==> src/rtl/atdc_pkg.sv <==
/*
 * shared constants and carrier types of the converter trigger and digital
 * compare block.
 * assumes a 32-bit classic wishbone bus with word-aligned byte addresses.
 */
package atdc_pkg;
   // bus geometry
   localparam int unsigned ADDR_W = 8;
   localparam int unsigned DATA_W = 32;
   // register byte offsets
   localparam logic [ADDR_W-1:0] OFF_CONV_CTRL_ONE = 8'h00;
   localparam logic [ADDR_W-1:0] OFF_CONV_DIVISOR = 8'h04;
   localparam logic [ADDR_W-1:0] OFF_CMP_INPUT_EN = 8'h08;
   localparam logic [ADDR_W-1:0] OFF_CMP_UNIT_CTRL = 8'h0c;
   localparam logic [ADDR_W-1:0] OFF_CMP_THRESHOLD = 8'h10;
   // converter_control_one fields
   localparam int unsigned POS_SW_EDGE = 0;
   localparam int unsigned POS_SW_LEVEL = 1;
   localparam int unsigned POS_HALT_IN_IDLE = 13;
   localparam int unsigned POS_MODULE_ON = 15;
   localparam int unsigned POS_TRIG_SEL = 16;
   localparam int unsigned TRIG_SEL_W = 5;
   // divisor field
   localparam int unsigned DIV_W = 7;
   localparam logic [DIV_W-1:0] RST_DIVISOR = 7'h01;
   // compare input enable: inputs 0..27 have a bit
   localparam int unsigned CMP_EN_W = 28;
   localparam logic [CMP_EN_W-1:0] RST_CMP_EN = 28'h0000000;
   // compare unit control fields
   localparam int unsigned POS_COND = 0;
   localparam int unsigned COND_W = 5;
   localparam int unsigned POS_EVENT = 5;
   localparam int unsigned POS_CMP_ON = 7;
   localparam int unsigned POS_AIN_ID = 8;
   localparam int unsigned AIN_W = 6;
   localparam int unsigned POS_LOW_THR = 0;
   localparam int unsigned POS_HIGH_THR = 16;
   localparam int unsigned THR_W = 16;
   // condition bit positions inside the cond field
   localparam int unsigned C_BELOW_LOW = 0;
   localparam int unsigned C_AT_OR_ABOVE_LOW = 1;
   localparam int unsigned C_BELOW_HIGH = 2;
   localparam int unsigned C_AT_OR_ABOVE_HIGH = 3;
   localparam int unsigned C_BETWEEN = 4;
   // scan trigger codes with special handling
   localparam logic [TRIG_SEL_W-1:0] TRG_NONE = 5'h00;
   localparam logic [TRIG_SEL_W-1:0] TRG_SW_EDGE = 5'h01;
   localparam logic [TRIG_SEL_W-1:0] TRG_SW_LEVEL = 5'h02;
   localparam logic [TRIG_SEL_W-1:0] TRG_RSV_A_LO = 5'h15;
   localparam logic [TRIG_SEL_W-1:0] TRG_RSV_A_HI = 5'h17;
   localparam logic [TRIG_SEL_W-1:0] TRG_RSV_B_LO = 5'h1e;

   // classic wishbone request from the master
   typedef struct packed {
      logic cyc;
      logic stb;
      logic we;
      logic [ADDR_W-1:0] adr;
      logic [3:0] sel;
      logic [DATA_W-1:0] dat;
   } atdc_wb_req_t;

   // one conversion result from a converter core
   typedef struct packed {
      logic valid;
      logic [AIN_W-1:0] id;
      logic [DATA_W-1:0] data;
   } atdc_result_t;
endpackage : atdc_pkg

==> src/rtl/atdc_top.sv <==
/*
 * converter trigger selection, module enable, idle halt, shared converter
 * clock divider and one digital comparator unit behind a wishbone slave.
 * assumes trigger sources, idle flag and results come from logic on the
 * same clock; bus requests follow classic single-cycle wishbone.
 */
`timescale 1ns/1ps

// What this block does
// - codes 0-7: none, software, scan, int0, timers
// - codes 8-15: pwm time bases and generator triggers
// - codes 16-20: compare period ends and charge trip
// - codes 24-29 current limits; reserved codes select nothing
// - scan trigger serves only upper inputs 32-53
// - control bit 15 enables the converter module
// - bit 13 set halts the module in idle
// - seven-bit divisor makes shared core conversion clock
// - enable bits 27-0 admit inputs; 31-28 read zero
// - only inputs 0 through 27 are ever compared
// - status bit 5 flags an output-true event
// - reading identifier or disabling comparator clears event
// - cond bit 4: low <= result < high
// - cond bit 3: high <= result
// - cond bit 2: result < high
// - cond bit 1: low <= result
// - cond bit 0: result < low
module atdc_top (
   input wire logic i_ref_clk,
   input wire logic i_nrst,
   input wire atdc_pkg::atdc_wb_req_t i_wb,
   output logic o_wb_ack,
   output logic [atdc_pkg::DATA_W-1:0] o_wb_dat,
   input wire logic i_idle,
   input wire logic [31:0] i_trig_src,
   input wire atdc_pkg::atdc_result_t i_result,
   output logic o_module_on,
   output logic o_scan_trig,
   output logic o_tad_tick,
   output logic o_cmp_out,
   output logic o_cmp_event
);
   import atdc_pkg::*;

   // every flip-flop of the block; one packed record keeps the reset
   // and the update of all state in one place
   typedef struct packed {
      logic ack;                      // wishbone acknowledge
      logic [DATA_W-1:0] rdat;        // registered read data
      logic [TRIG_SEL_W-1:0] trig_sel; // scan_trigger_select
      logic module_on;                // converter module enable
      logic halt_in_idle;             // stop while the device idles
      logic sw_level;                 // software level trigger
      logic sw_edge;                  // one-cycle software edge trigger
      logic [DIV_W-1:0] divisor;      // shared_conv_clock_divisor
      logic [DIV_W-1:0] div_cnt;      // divider phase counter
      logic tad_tick;                 // shared_core_conversion_clock pulse
      logic [CMP_EN_W-1:0] cmp_en;    // compare_input_enable_bit vector
      logic cmp_on;                   // comparator_unit_enable
      logic [COND_W-1:0] cond;        // condition enables
      logic evt;                      // compare_event_status
      logic [AIN_W-1:0] ain_id;       // matched_input_identifier
      logic [THR_W-1:0] low_thr;      // low_threshold
      logic [THR_W-1:0] high_thr;     // high_threshold
      logic cmp_out;                  // comparator output level
      logic scan_trig;                // selected scan trigger
   } atdc_state_t;

   atdc_state_t s_q;  // registered state
   atdc_state_t s_d;  // next state

   // merge write data external_interrupt_zero a register under the byte enables
   function automatic logic [DATA_W-1:0] wr_merge(
      input logic [DATA_W-1:0] old_v,
      input logic [DATA_W-1:0] new_v,
      input logic [3:0] sel);
      logic [DATA_W-1:0] r;
      // lanes without a select keep the old value
      r = old_v;
      for (int b = 0; b < 4; b++) begin
         if (sel[b]) begin
            r[b*8 +: 8] = new_v[b*8 +: 8];
         end
      end
      return r;
   endfunction : wr_merge

   // true for the reserved codes 21-23 and 30-31
   // reserved codes must never index the source vector
   function automatic logic trig_reserved(
      input logic [TRIG_SEL_W-1:0] code);
      return ((code >= TRG_RSV_A_LO) && (code <= TRG_RSV_A_HI)) ||
             (code >= TRG_RSV_B_LO);
   endfunction : trig_reserved

   // pick the scan trigger named by the select code
   function automatic logic trig_pick(
      input logic [TRIG_SEL_W-1:0] code,
      input logic [31:0] src,
      input logic edge_p,
      input logic level);
      logic r;
      r = 1'b0;
      // codes 0 to 2 never look at the source vector
      if (code == TRG_NONE) begin         // no trigger
         r = 1'b0;
      end else if (code == TRG_SW_EDGE) begin
         r = edge_p;
      end else if (code == TRG_SW_LEVEL) begin
         r = level;
      end else if (trig_reserved(code)) begin
         r = 1'b0;
      end else begin
         // hardware sources indexed by their code
         r = src[code];
      end
      return r;
   endfunction : trig_pick

   // input admitted to the comparator only if enabled and below 32
   function automatic logic input_admitted(
      input logic [CMP_EN_W-1:0] en,
      input logic [AIN_W-1:0] id);
      logic [31:0] full;
      // inputs 28 to 31 have no enable bit and count as disabled
      full = {4'h0, en};
      // the top identifier bit set means input 32 or above
      return (id[AIN_W-1] == 1'b0) && full[id[4:0]];
   endfunction : input_admitted

   // evaluate the enabled conditions for one result
   function automatic logic cond_match(
      input logic [COND_W-1:0] c,
      input logic [DATA_W-1:0] d,
      input logic [THR_W-1:0] lo,
      input logic [THR_W-1:0] hi);
      logic [DATA_W-1:0] lo_x;
      logic [DATA_W-1:0] hi_x;
      logic m;
      // thresholds are unsigned and widened to the result width
      lo_x = {16'h0000, lo};
      hi_x = {16'h0000, hi};
      // each enabled condition is tested; any one of them suffices
      m = 1'b0;
      if (c[C_BETWEEN] && (lo_x <= d) && (d < hi_x)) begin
         m = 1'b1;
      end
      if (c[C_AT_OR_ABOVE_HIGH] && (hi_x <= d)) begin
         m = 1'b1;
      end
      if (c[C_BELOW_HIGH] && (d < hi_x)) begin
         m = 1'b1;
      end
      if (c[C_AT_OR_ABOVE_LOW] && (lo_x <= d)) begin
         m = 1'b1;
      end
      if (c[C_BELOW_LOW] && (d < lo_x)) begin
         m = 1'b1;
      end
      // with no condition bit set nothing above fires
      return m;
   endfunction : cond_match

   // bus decode helpers
   logic bus_req;      // new request taken this cycle
   logic bus_wr;       // write request
   logic bus_rd;       // read request
   logic active;       // module enabled and not halted by idle
   logic res_ok;       // result admitted to the comparator
   logic res_match;    // result meets a condition, admitted or not
   logic evt_clear;    // a clearing action happens this cycle
   logic [DATA_W-1:0] rd_mux; // read data before registering
   logic [DATA_W-1:0] wr_word; // write data merged over the old value

   // next-state logic for the whole block
   always_comb begin
      s_d = s_q;
      // one-cycle pulses fall back unless set again below
      s_d.sw_edge = 1'b0;
      s_d.tad_tick = 1'b0;

      // a held strobe is taken again only after ack has fallen
      // take a request only in the cycle after no ack, one wait state
      bus_req = i_wb.cyc && i_wb.stb && !s_q.ack;
      bus_wr = bus_req && i_wb.we;
      bus_rd = bus_req && !i_wb.we;
      s_d.ack = bus_req;

      // read multiplexer; unmapped offsets read zero
      // the clear on a compare control read is handled further down
      rd_mux = '0;
      case (i_wb.adr)
         OFF_CONV_CTRL_ONE: begin
            rd_mux[POS_TRIG_SEL +: TRIG_SEL_W] = s_q.trig_sel;
            rd_mux[POS_MODULE_ON] = s_q.module_on;
            rd_mux[POS_HALT_IN_IDLE] = s_q.halt_in_idle;
            rd_mux[POS_SW_LEVEL] = s_q.sw_level;
         end
         OFF_CONV_DIVISOR: begin
            rd_mux[DIV_W-1:0] = s_q.divisor;
         end
         OFF_CMP_INPUT_EN: begin
            // upper four bits stay zero
            rd_mux[CMP_EN_W-1:0] = s_q.cmp_en;
         end
         OFF_CMP_UNIT_CTRL: begin
            rd_mux[POS_COND +: COND_W] = s_q.cond;
            rd_mux[POS_EVENT] = s_q.evt;
            rd_mux[POS_CMP_ON] = s_q.cmp_on;
            rd_mux[POS_AIN_ID +: AIN_W] = s_q.ain_id;
         end
         OFF_CMP_THRESHOLD: begin
            rd_mux[POS_LOW_THR +: THR_W] = s_q.low_thr;
            rd_mux[POS_HIGH_THR +: THR_W] = s_q.high_thr;
         end
         default: begin
            rd_mux = '0;
         end
      endcase
      // read data holds until the next read
      if (bus_rd) begin
         s_d.rdat = rd_mux;
      end
      // merge once, so every register sees the same byte lanes
      wr_word = wr_merge(rd_mux, i_wb.dat, i_wb.sel);

      // register writes with byte lanes
      evt_clear = 1'b0;
      if (bus_wr) begin
         case (i_wb.adr)
            OFF_CONV_CTRL_ONE: begin
               // select code, enable, idle halt and level trigger
               // all change together, so one write retargets the scan
               s_d.trig_sel = wr_word[POS_TRIG_SEL +: TRIG_SEL_W];
               s_d.module_on = wr_word[POS_MODULE_ON];
               s_d.halt_in_idle = wr_word[POS_HALT_IN_IDLE];
               s_d.sw_level = wr_word[POS_SW_LEVEL];
               // edge trigger is a write-one strobe, never stored
               s_d.sw_edge = i_wb.sel[0] && i_wb.dat[POS_SW_EDGE];
            end
            OFF_CONV_DIVISOR: begin
               // a smaller divisor takes hold at the next count compare
               s_d.divisor = wr_word[DIV_W-1:0];
            end
            OFF_CMP_INPUT_EN: begin
               // software keeps these still while the comparator runs
               s_d.cmp_en = wr_word[CMP_EN_W-1:0];
            end
            OFF_CMP_UNIT_CTRL: begin
               // event and identifier bits are read-only here
               // and are ignored on a write
               s_d.cond = wr_word[POS_COND +: COND_W];
               s_d.cmp_on = wr_word[POS_CMP_ON];
               // turning the comparator off clears the event
               evt_clear = !wr_word[POS_CMP_ON];
            end
            OFF_CMP_THRESHOLD: begin
               // both thresholds are zero-extended when compared
               s_d.low_thr = wr_word[POS_LOW_THR +: THR_W];
               s_d.high_thr = wr_word[POS_HIGH_THR +: THR_W];
            end
            default: begin
               // unmapped write is acknowledged and dropped
               s_d.ack = bus_req;
            end
         endcase
      end
      // reading the identifier clears the event as a side effect
      if (bus_rd && (i_wb.adr == OFF_CMP_UNIT_CTRL)) begin
         evt_clear = 1'b1;
      end

      // an idle halt stops triggers, divider and comparator alike
      // module runs when enabled and idle halt is not in force
      active = s_q.module_on && !(s_q.halt_in_idle && i_idle);

      // scan trigger for the upper inputs only
      // registered, so it trails its source by one cycle
      s_d.scan_trig = active &&
         trig_pick(s_q.trig_sel, i_trig_src, s_q.sw_edge,
                   s_q.sw_level);

      // conversion clock enable: one tick every divisor+1 cycles
      // the count restarts from zero whenever the module is stopped
      if (!active) begin
         s_d.div_cnt = '0;
      end else if (s_q.div_cnt >= s_q.divisor) begin
         s_d.div_cnt = '0;
         s_d.tad_tick = 1'b1;
      end else begin
         s_d.div_cnt = s_q.div_cnt + 7'h01;
      end

      // digital comparator on each arriving result
      // the match is worked out always; res_ok decides its use
      res_ok = i_result.valid && active && s_q.cmp_on &&
               input_admitted(s_q.cmp_en, i_result.id);
      res_match = cond_match(s_q.cond, i_result.data, s_q.low_thr,
                             s_q.high_thr);
      // a result from a disabled input leaves the output alone
      if (!s_q.cmp_on) begin
         // a disabled comparator shows a false output
         s_d.cmp_out = 1'b0;
      end else if (res_ok) begin
         s_d.cmp_out = res_match;
      end

      // sticky event: a new event wins over a same-cycle clear
      if (res_ok && res_match) begin
         s_d.evt = 1'b1;
         // the identifier travels with the event for the next read
         s_d.ain_id = i_result.id;
      end else if (evt_clear) begin
         s_d.evt = 1'b0;
      end else begin
         s_d.evt = s_q.evt;
      end
   end

   // state register
   always_ff @(posedge i_ref_clk or negedge i_nrst) begin
      if (!i_nrst) begin
         // non-zero reset values come from the package
         s_q <= '0;
         s_q.divisor <= RST_DIVISOR;
         s_q.cmp_en <= RST_CMP_EN;
      end else begin
         s_q <= s_d;
      end
   end

   // outputs straight from flip-flops
   // so the pins see a clean clock-to-out path
   assign o_wb_ack = s_q.ack;
   assign o_wb_dat = s_q.rdat;
   assign o_module_on = s_q.module_on;
   assign o_scan_trig = s_q.scan_trig;
   assign o_tad_tick = s_q.tad_tick;
   assign o_cmp_out = s_q.cmp_out;
   assign o_cmp_event = s_q.evt;
endmodule : atdc_top

==> config.mk <==
export PLATFORM = sky130hd
export DESIGN_NAME = atdc_top
export DESIGN_NICKNAME = d
export VERILOG_FILES = /design/src/rtl/atdc_pkg.sv /design/src/rtl/atdc_top.sv
export SDC_FILE = /design/constraint.sdc
export NUM_CORES = 1
export LEC_CHECK = 0
export BUFFER_PORTS_ARGS = -buffer_cell sky130_fd_sc_hd__buf_4
export CAP_MARGIN = 20
export CORE_MARGIN = 4
export CORE_UTILIZATION = 45
export DETAILED_ROUTE_END_ITERATION = 16
export MAX_ROUTING_LAYER = met4
export PLACE_DENSITY = 0.65
export SETUP_SLACK_MARGIN = 0.2
export SYNTH_ARGS = -nofsm -noshare
export SYNTH_HDL_FRONTEND = slang
export SYNTH_SLANG_ARGS = --single-unit
==> constraint.sdc <==
create_clock -name i_ref_clk -period 3.6 [get_ports i_ref_clk]
set_input_delay 0.18 -clock i_ref_clk [delete_from_list [all_inputs] [get_ports i_ref_clk]]
set_output_delay 0.18 -clock i_ref_clk [all_outputs]
set_load 0.03 [all_outputs]
Word-level counts from Yosys, hierarchy flattened
Index checks and enable logic that the tools add are counted.
{ "word_totals": {"reg_bits": 132, "out_inout_bits": 38, "in_bits": 121, "elab_cells": 113} }
{ "classes": {"magnitude_cmp": 10, "n_bitwise": 1, "reduce_logical": 34, "addsub": 1, "muxes": 41, "eq_ne": 7} }
{ "ops": {"columns": ["operator", "count"], "rows": [
  ["$le 16x32->1", 2],
  ["$lt 32x16->1", 2],
  ["$mux 8", 5],
  ["$pmux 6 s3", 2],
  ["$logic_and 1x1->1", 21],
  ["$mux 1", 21],
  ["$mux 7", 3],
  ["$eq 8x4->1 const B", 2],
  ["$pmux 4 s4", 1],
  ["$pmux 7 s2", 1],
  ["$lt 5x6->1 const B", 2],
  ["$bmux 1 s5", 2],
  ["$ge 5x5->1 const B", 2],
  ["$reduce_and 2->1", 5],
  ["$eq 8x3->1 const B", 1],
  ["$eq 8x5->1 const B", 1],
  ["$logic_not 8->1", 1],
  ["$pmux 1 s4", 2],
  ["$add 7x1->7 const B", 1],
  ["$ge 7x7->1", 1],
  ["$eq 5x1->1 const B", 1],
  ["$eq 5x2->1 const B", 1],
  ["$le 5x5->1 const B", 1],
  ["$logic_not 5->1", 1],
  ["other kinds (9)", 12]
]} }

Depth between registers and ports, before layout
Gate-level depths: netlist of run 1.
{ "logic_depth": {"word_depth": 10, "ltp_mapped": 10, "depth_no_buf": 9} }

Least setup slack after synthesis of run 1
Ideal clock, no wire load.
{ "synth_path": {"path_type": "reg2reg", "start": "reg s_q[31] (netlist name)", "end": "reg s_q[34] (netlist name)", "setup_time_ns": 0.125, "path_slack_ns": 0.798, "required_time_ns": 3.475, "path_stages_with_launch": 10, "arrival_ns": 2.678, "synth_period_minus_slack_ns": 2.802, "path_buffers": 0, "cell_sequence": "dfrtp_1 > inv_1 > ha_1 > a211oi_1 > nor2_1 > or3_1 > or4_4 > o311a_4 > o31ai_4 > mux2_2"} }
{ "synth_via": {"elab_chain_len": 9} }
{ "synth_lines": {"columns": ["element", "line", "text"], "rows": [
  ["start: declaration", "atdc_top.sv:68", "atdc_state_t s_q;"],
  ["$le 16x32->1", "atdc_top.sv:144, atdc_top.sv:153", null],
  ["$logic_and 1x1->1 (2 in series)", "atdc_top.sv:144", "if (c[C_BETWEEN] && (lo_x <= d) && (d < hi_x)) begin"],
  ["$mux 1", "atdc_top.sv:144", null],
  ["$mux 1", "atdc_top.sv:147", "if (c[C_AT_OR_ABOVE_HIGH] && (hi_x <= d)) begin"],
  ["$mux 1", "atdc_top.sv:150", "if (c[C_BELOW_HIGH] && (d < hi_x)) begin"],
  ["$mux 1", "atdc_top.sv:153", "if (c[C_AT_OR_ABOVE_LOW] && (lo_x <= d)) begin"],
  ["$mux 1 (*)", "atdc_top.sv:156", "if (c[C_BELOW_LOW] && (d < lo_x)) begin"],
  ["$logic_and 1x1->1 (*)", "atdc_top.sv:308", "if (res_ok && res_match) begin"]
]} }
Mark *: on every way between the ends. The rest lies on a longest branch, timed or not.
A chain may end at the register's enable or synchronous reset.

Final worst setup path of run 1
{ "layout_path": {"start": "reg s_q[31] (netlist name)", "end": "reg s_q[36] (netlist name)"} }
The elaborated chain is that of the path after synthesis.

==> results of run 1 <==
[metal layers]
metal | vias to the layer above | GRT usage, % | routed length (microns)
met5 | - | - | 0
met4 | 0 | 6.60 | 263
met3 | 18 | 3.57 | 1120
met2 | 192 | 36.7 | 9700
met1 | 2958 | 29.2 | 8910
li1 | 2775 | - | -
[power by group through the flow]
stage | combinational (mW) | sequential (mW) | clock [mW]
after global routing | 0.561 | 1.59 | 1.73
after detailed placement | 0.517 | 1.61 | 0
final | 0.515 | 1.58 | 1.63
after CTS | 0.522 | 1.58 | 1.66
after global placement | 0.510 | 1.60 | 0
after floorplan | 0.329 | 1.60 | 0
[cell usage after synthesis (all sizes together), types with 8 or more instances]
master,n
a222oi,16
a21o,12
nand3,10
buf,42
nor3,8
nand2,67
nor2,33
ha,40
o21ai,53
clkbuf,23
inv,65
a21oi,36
dfrtp,131
mux2,69
mux4,15
mux2i,10
a22oi,8
a2111oi,8
[through the flow]
| step | total power, mW | std cells | worst slack [ps] | hold WS, ps | utilization (%) |
|---|---|---|---|---|---|
| 6_report | 3.72 | 1061 | 468 | 11.4 | 57.4 |
| 5_1_grt | 3.87 | 1061 | 316 | 1.42 | 57.4 |
| 4_1_cts | 3.76 | 1060 | 336 | 0.0396 | 57.3 |
| 3_5_place_dp | 2.12 | 1025 | 370 | 314 | 53.6 |
| 3_3_place_gp | 2.11 | 1025 | 498 | 302 | 53.6 |
| 2_1_floorplan | 1.93 | 710 | 798 | -116 | - |
[worst paths after layout]
| kind | slack, ps | to | cells past startpoint | start |
|---|---|---|---|---|
| setup / recovery | 470 | s_q[36] | 9 | s_q[31] |
| hold / removal | 10 | s_q[17] | 2 | i_wb[31] |
| setup reg to reg | 470 | s_q[36] | 9 | s_q[31] |
| hold reg to reg | 510 | s_q[9] | 2 | s_q[9] |
| max in group asynchronous | 2340 | s_q[32] | 3 | i_nrst |
| min in group asynchronous | 370 | s_q[79] | 2 | i_nrst |
[worst max-delay path, cell delays in order (launching register included)]
cell and delay (ps):
dfrtp_1 370, inv_1 50, ha_1 290, a211oi_1 260, nor2_1 80, or3_1 320
or4_4 450, o311a_4 380, o31ai_4 420, mux2_2 400
[what timing repair did]
item	CTS	global route
resized for setup	0	1
setup endpoints to repair	0	5
hold buffers	3	1
endpoints found under the hold margin	60	1
[logic make-up (layout without fill, tap and decap cells)]
group                    count (synthesis)  after routing  share of synthesized area [%]
buffers and inverters                  130            265                           8.56
flip-flops                             132            132                           44.2
XOR/XNOR                                 5              5                          0.586
multiplexers                            94             94                           16.3
AO/OA/AOI/OAI                          156            156                           14.0
adder cells (fa/ha/maj)                 40             40                           6.70
AND/OR/NAND/NOR                        153            153                           9.66
[cell type report]
| class | count | area (sq um) |
|---|---|---|
| multi-input combinational | 448 | 3540 |
| clock inverter | 14 | 134 |
| timing repair buffer | 168 | 1300 |
| clock buffer | 18 | 429 |
| fill | 1418 | 6840 |
| tap | 216 | 270 |
| sequential | 132 | 3300 |
| inverter | 65 | 244 |
[flip-flops by register name (all words and copies together) (netlist names)]
register	count
s_q	94
o_cmp_out	1
o_module_on	1
o_wb_ack	1
o_tad_tick	1
o_scan_trig	1
o_wb_dat	32
o_cmp_event	1
==> impl_metrics.py, run 1 <==
metrics = {
    "cells_and_area": {
        "layout-drive-gt1-share_pct": 34.4,
        "diodes": 0,
        "mostFrequentLayoutCells": "buf_4, dfrtp_1, mux2_2, nand2_1, inv_1",
        "nets": 993,
        "postLayoutCellArea_sq_um": 9220,
        "layout.cells.most_common": "buf_4",
        "syn2layout_area_growth_pct": 23.4,
    },
    "timing": {
        "setup-tns-final_ps": 0,
        "layout_min_cycle_time_ps": 3130,
        "fmax_ghz": 0.319,
        "final_hold_viol_count": 0,
        "slew_viol_final": 0,
        "fin_skew_ps": 5.99,
        "grt_setup_unrepaired": "false",
        "max_slew_margin_pct": 46.7,
        "finalSetupViolCount": 0,
        "final.period_utilization_pct": 87.0,
        "worst-slew-pin-transition_ps": 800,
    },
    "setup_path": {
        "cp-end-kind": "flop",
        "arrival_ps": 3430,
        "crit_required_ps": 3900,
        "crit_type": "flop to flop",
        "cp-start-kind": "flop",
        "critPathMaxFanout": 8,
    },
    "job": {
        "cap_violations": 0,
    },
    "clock_network": {
        "clk_latency_ps": 420,
        "clk_root_buffer_cell": "clkbuf_16",
        "post_cts_buffers": 0,
        "cts_tree": "yes",
        "clk_transition_reported_paths_ps": 60,
        "cts_buffers": 17,
        "cts.sinks": 132,
        "cts.path.max_buffers": 2,
        "h-tree-depth": 4,
    },
    "die": {
        "fp-row-count": 46,
        "start_util_pct": 46.5,
        "coreArea_sq_um": 16100,
        "die_height_microns": 137,
        "ioPinCount": 159,
        "die_area_sq_um": 18700,
        "die_w_microns": 137,
    },
    "placement": {
        "gp_congestion": 0.861,
        "dpl.hpwl_mm": 15.0,
        "placed_cell_area_sq_um": 8610,
        "port_buffers": 153,
    },
    "yosys": {
        "synth.distinct_cells": 50,
        "avgSynthCellArea_sq_um": 10.5,
        "synth_flop_cell": "dfrtp_1",
        "synth_area_leaders": "dfrtp_1, mux2_2, ha_1, mux4_2, o21ai_0",
        "synthArstFlopShare_pct": 100,
        "synth_edf_count": 0,
        "syn_inst": 710,
        "synthesis.area_sq_um": 7470,
        "synth_top_area_share_pct": 43.9,
        "yosys_warnings": 0,
        "seq_area_frac_synth_pct": 44.2,
        "synth-seq-cells": 132,
        "yosysTopAreaCell": "dfrtp_1",
        "synth_nets": 871,
    },
    "power": {
        "p_int_mw": 2.73,
        "pwr_density_cell_nw_per_um2": 404,
        "seq_power_share_pct": 42.4,
        "switchingPower_mw": 0.993,
        "swShare_pct": 26.7,
        "combinationalPowerShare_pct": 13.8,
        "irDropWorstVdd_mv": 0.338,
        "power_frac_clock_pct": 43.7,
        "p_leak_nw": 4.34,
    },
    "detailed_routing": {
        "ant_nets": 0,
        "drtIter0Drc": 408,
        "drc": 0,
        "vias": 5943,
        "firstDrtPassIters": 6,
        "wire_per_inst_microns": 18.8,
        "wl_mm": 20.0,
        "vias_per_cell": 5.60,
    },
    "global_routing": {
        "antenna_found_initial": 0,
        "grt_max_degree": 74,
        "grt_pass1_wl_mm": 31.5,
        "grt_pass1_vias": 6104,
        "grt.total_usage_pct": 22.5,
        "overflow": 0,
    },
    "status": {
        "outcome": "complete, no violations",
    },
    "worst_hold_path": {
        "hp-class": "primary input to flop",
    },
}
No activity file was read; power rests on OpenSTA's default activity.
==> run 2: changes to the inputs <==
--- a/config.mk
+++ b/config.mk
@@ -11,7 +11,7 @@
 export CORE_UTILIZATION = 45
 export DETAILED_ROUTE_END_ITERATION = 16
 export MAX_ROUTING_LAYER = met4
-export PLACE_DENSITY = 0.65
+export PLACE_DENSITY_LB_ADDON = 0.3
 export SETUP_SLACK_MARGIN = 0.2
 export SYNTH_ARGS = -nofsm -noshare
 export SYNTH_HDL_FRONTEND = slang
==> impl_metrics.py, run 2 (synthesized netlist as in run 1, its figures left out) <==
metrics = {
    "timing": {
        "slew_viol_final": 0,
        "final.period_utilization_pct": 86.8,
        "grt_setup_unrepaired": "false",
        "hold_slack_ps": 22.5,
        "final_hold_viol_count": 0,
        "fin_skew_ps": 9.51,
        "finalSetupViolCount": 0,
        "setup-tns-final_ps": 0,
        "layout_min_cycle_time_ps": 3130,
        "worst-slew-pin-transition_ps": 764,
        "fmax_ghz": 0.320,
        "max_slew_margin_pct": 48.6,
    },
    "clock_network": {
        "h-tree-depth": 4,
        "clk_transition_reported_paths_ps": 60,
        "cts_tree": "yes",
        "clk_root_buffer_cell": "clkbuf_16",
        "clk_latency_ps": 430,
        "cts.path.max_buffers": 2,
        "cts.sinks": 132,
        "cts_buffers": 17,
    },
    "global_routing": {
        "grt_pass1_wl_mm": 30.9,
        "overflow": 0,
        "grt_max_degree": 77,
        "antenna_found_initial": 1,
        "grt_pass1_vias": 5907,
        "grt.total_usage_pct": 22.1,
    },
    "cells_and_area": {
        "fill_cells": 1414,
        "largest_register_ffs": 94,
        "fin_util_pct": 57.5,
        "layout-drive-gt1-share_pct": 34.5,
        "layout.cells.most_common": "buf_4",
        "regMostFlops": "s_q",
        "postLayoutCellArea_sq_um": 9240,
        "nets": 994,
        "mostFrequentLayoutCells": "buf_4, dfrtp_1, mux2_2, nand2_1, inv_1",
        "syn2layout_area_growth_pct": 23.7,
    },
    "setup_path": {
        "crit_type": "flop to flop",
        "cp-start-kind": "flop",
        "crit_required_ps": 3910,
        "critPathMaxFanout": 8,
        "cp-end-kind": "flop",
        "arrival_ps": 3440,
    },
    "die": {
        "start_util_pct": 46.5,
        "die_area_sq_um": 18700,
        "ioPinCount": 159,
        "fp-row-count": 46,
        "die_w_microns": 137,
        "coreArea_sq_um": 16100,
        "die_height_microns": 137,
    },
    "job": {
        "cap_violations": 0,
    },
    "placement": {
        "gp_congestion": 0.861,
        "placed_cell_area_sq_um": 8620,
        "dpl.hpwl_mm": 14.5,
        "port_buffers": 153,
    },
    "power": {
        "pwr_density_cell_nw_per_um2": 405,
        "p_total_mw": 3.74,
        "irDropWorstVdd_mv": 0.344,
        "p_leak_nw": 4.36,
    },
    "worst_hold_path": {
        "hp-class": "primary input to flop",
    },
    "detailed_routing": {
        "drtIter0Drc": 551,
        "vias_per_cell": 5.52,
        "ant_nets": 0,
        "wire_per_inst_microns": 18.6,
        "wl_mm": 19.8,
        "drc": 0,
        "vias": 5869,
        "firstDrtPassIters": 7,
    },
    "status": {
        "outcome": "complete, no violations",
    },
}
run 2: path summary, 6_finish.rpt:
check / endpoint / slack (ps) / depth (start not counted) / from
setup / recovery: s_q[37] / 470 / 9 / s_q[9]
hold / removal: s_q[36] / 20 / 2 / i_result[34]
setup reg to reg: s_q[37] / 470 / 9 / s_q[9]
hold reg to reg: s_q[39] / 490 / 1 / s_q[39]
max in group asynchronous: s_q[83] / 2370 / 3 / i_nrst
min in group asynchronous: s_q[80] / 360 / 2 / i_nrst
run 2: power breakdown:
part           leakage (nW)  switching, mW  internal, mW
sequential             1.75         0.0364          1.54
combinational          2.34          0.286         0.232
clock                 0.267          0.667         0.978
run 2: worst max-delay path, stage by stage, from the launching register on:
cell and delay (ps):
dfrtp_1 360, inv_1 60, ha_1 300, a21oi_1 160, o21a_1 150, o21ai_0 110
a2111oi_0 680, o221ai_1 260, o31ai_4 520, mux2_2 400
run 2: final cells by class:
type	count	area [sq um]	share of cell area, %
multi-input cells	448	3540	38.3
inverters	65	244	2.64
diodes	1	2.50	0.0271
clock buffers	19	453	4.90
clock inverters	13	110	1.19
repair buffers	169	1320	14.3
well taps	216	270	2.92
flip-flops and latches	132	3300	35.8
run 2: metal layers:
layer  share of wire (%)  up-vias  GRT usage, %
met5                   0        -             -
met4                 2.2        0          8.20
met3                 7.3       28          4.85
met2                  46      227          32.9
met1                  44     2840          29.9
li1                    -     2774             -
run 2: timing repair:
item | in CTS | in global routing
endpoints found under the setup margin | 0 | 0
setup buffers | 0 | 0
resized for setup | 0 | 0
hold endpoints to repair | 60 | 0
hold buffers | 5 | 0
run 2: stage by stage:
stage          setup WS (ps)  cells
2_1_floorplan            798    710
3_3_place_gp             509   1025
3_5_place_dp             499   1025
4_1_cts                  480   1062
5_1_grt                  238   1063
6_report                 473   1063
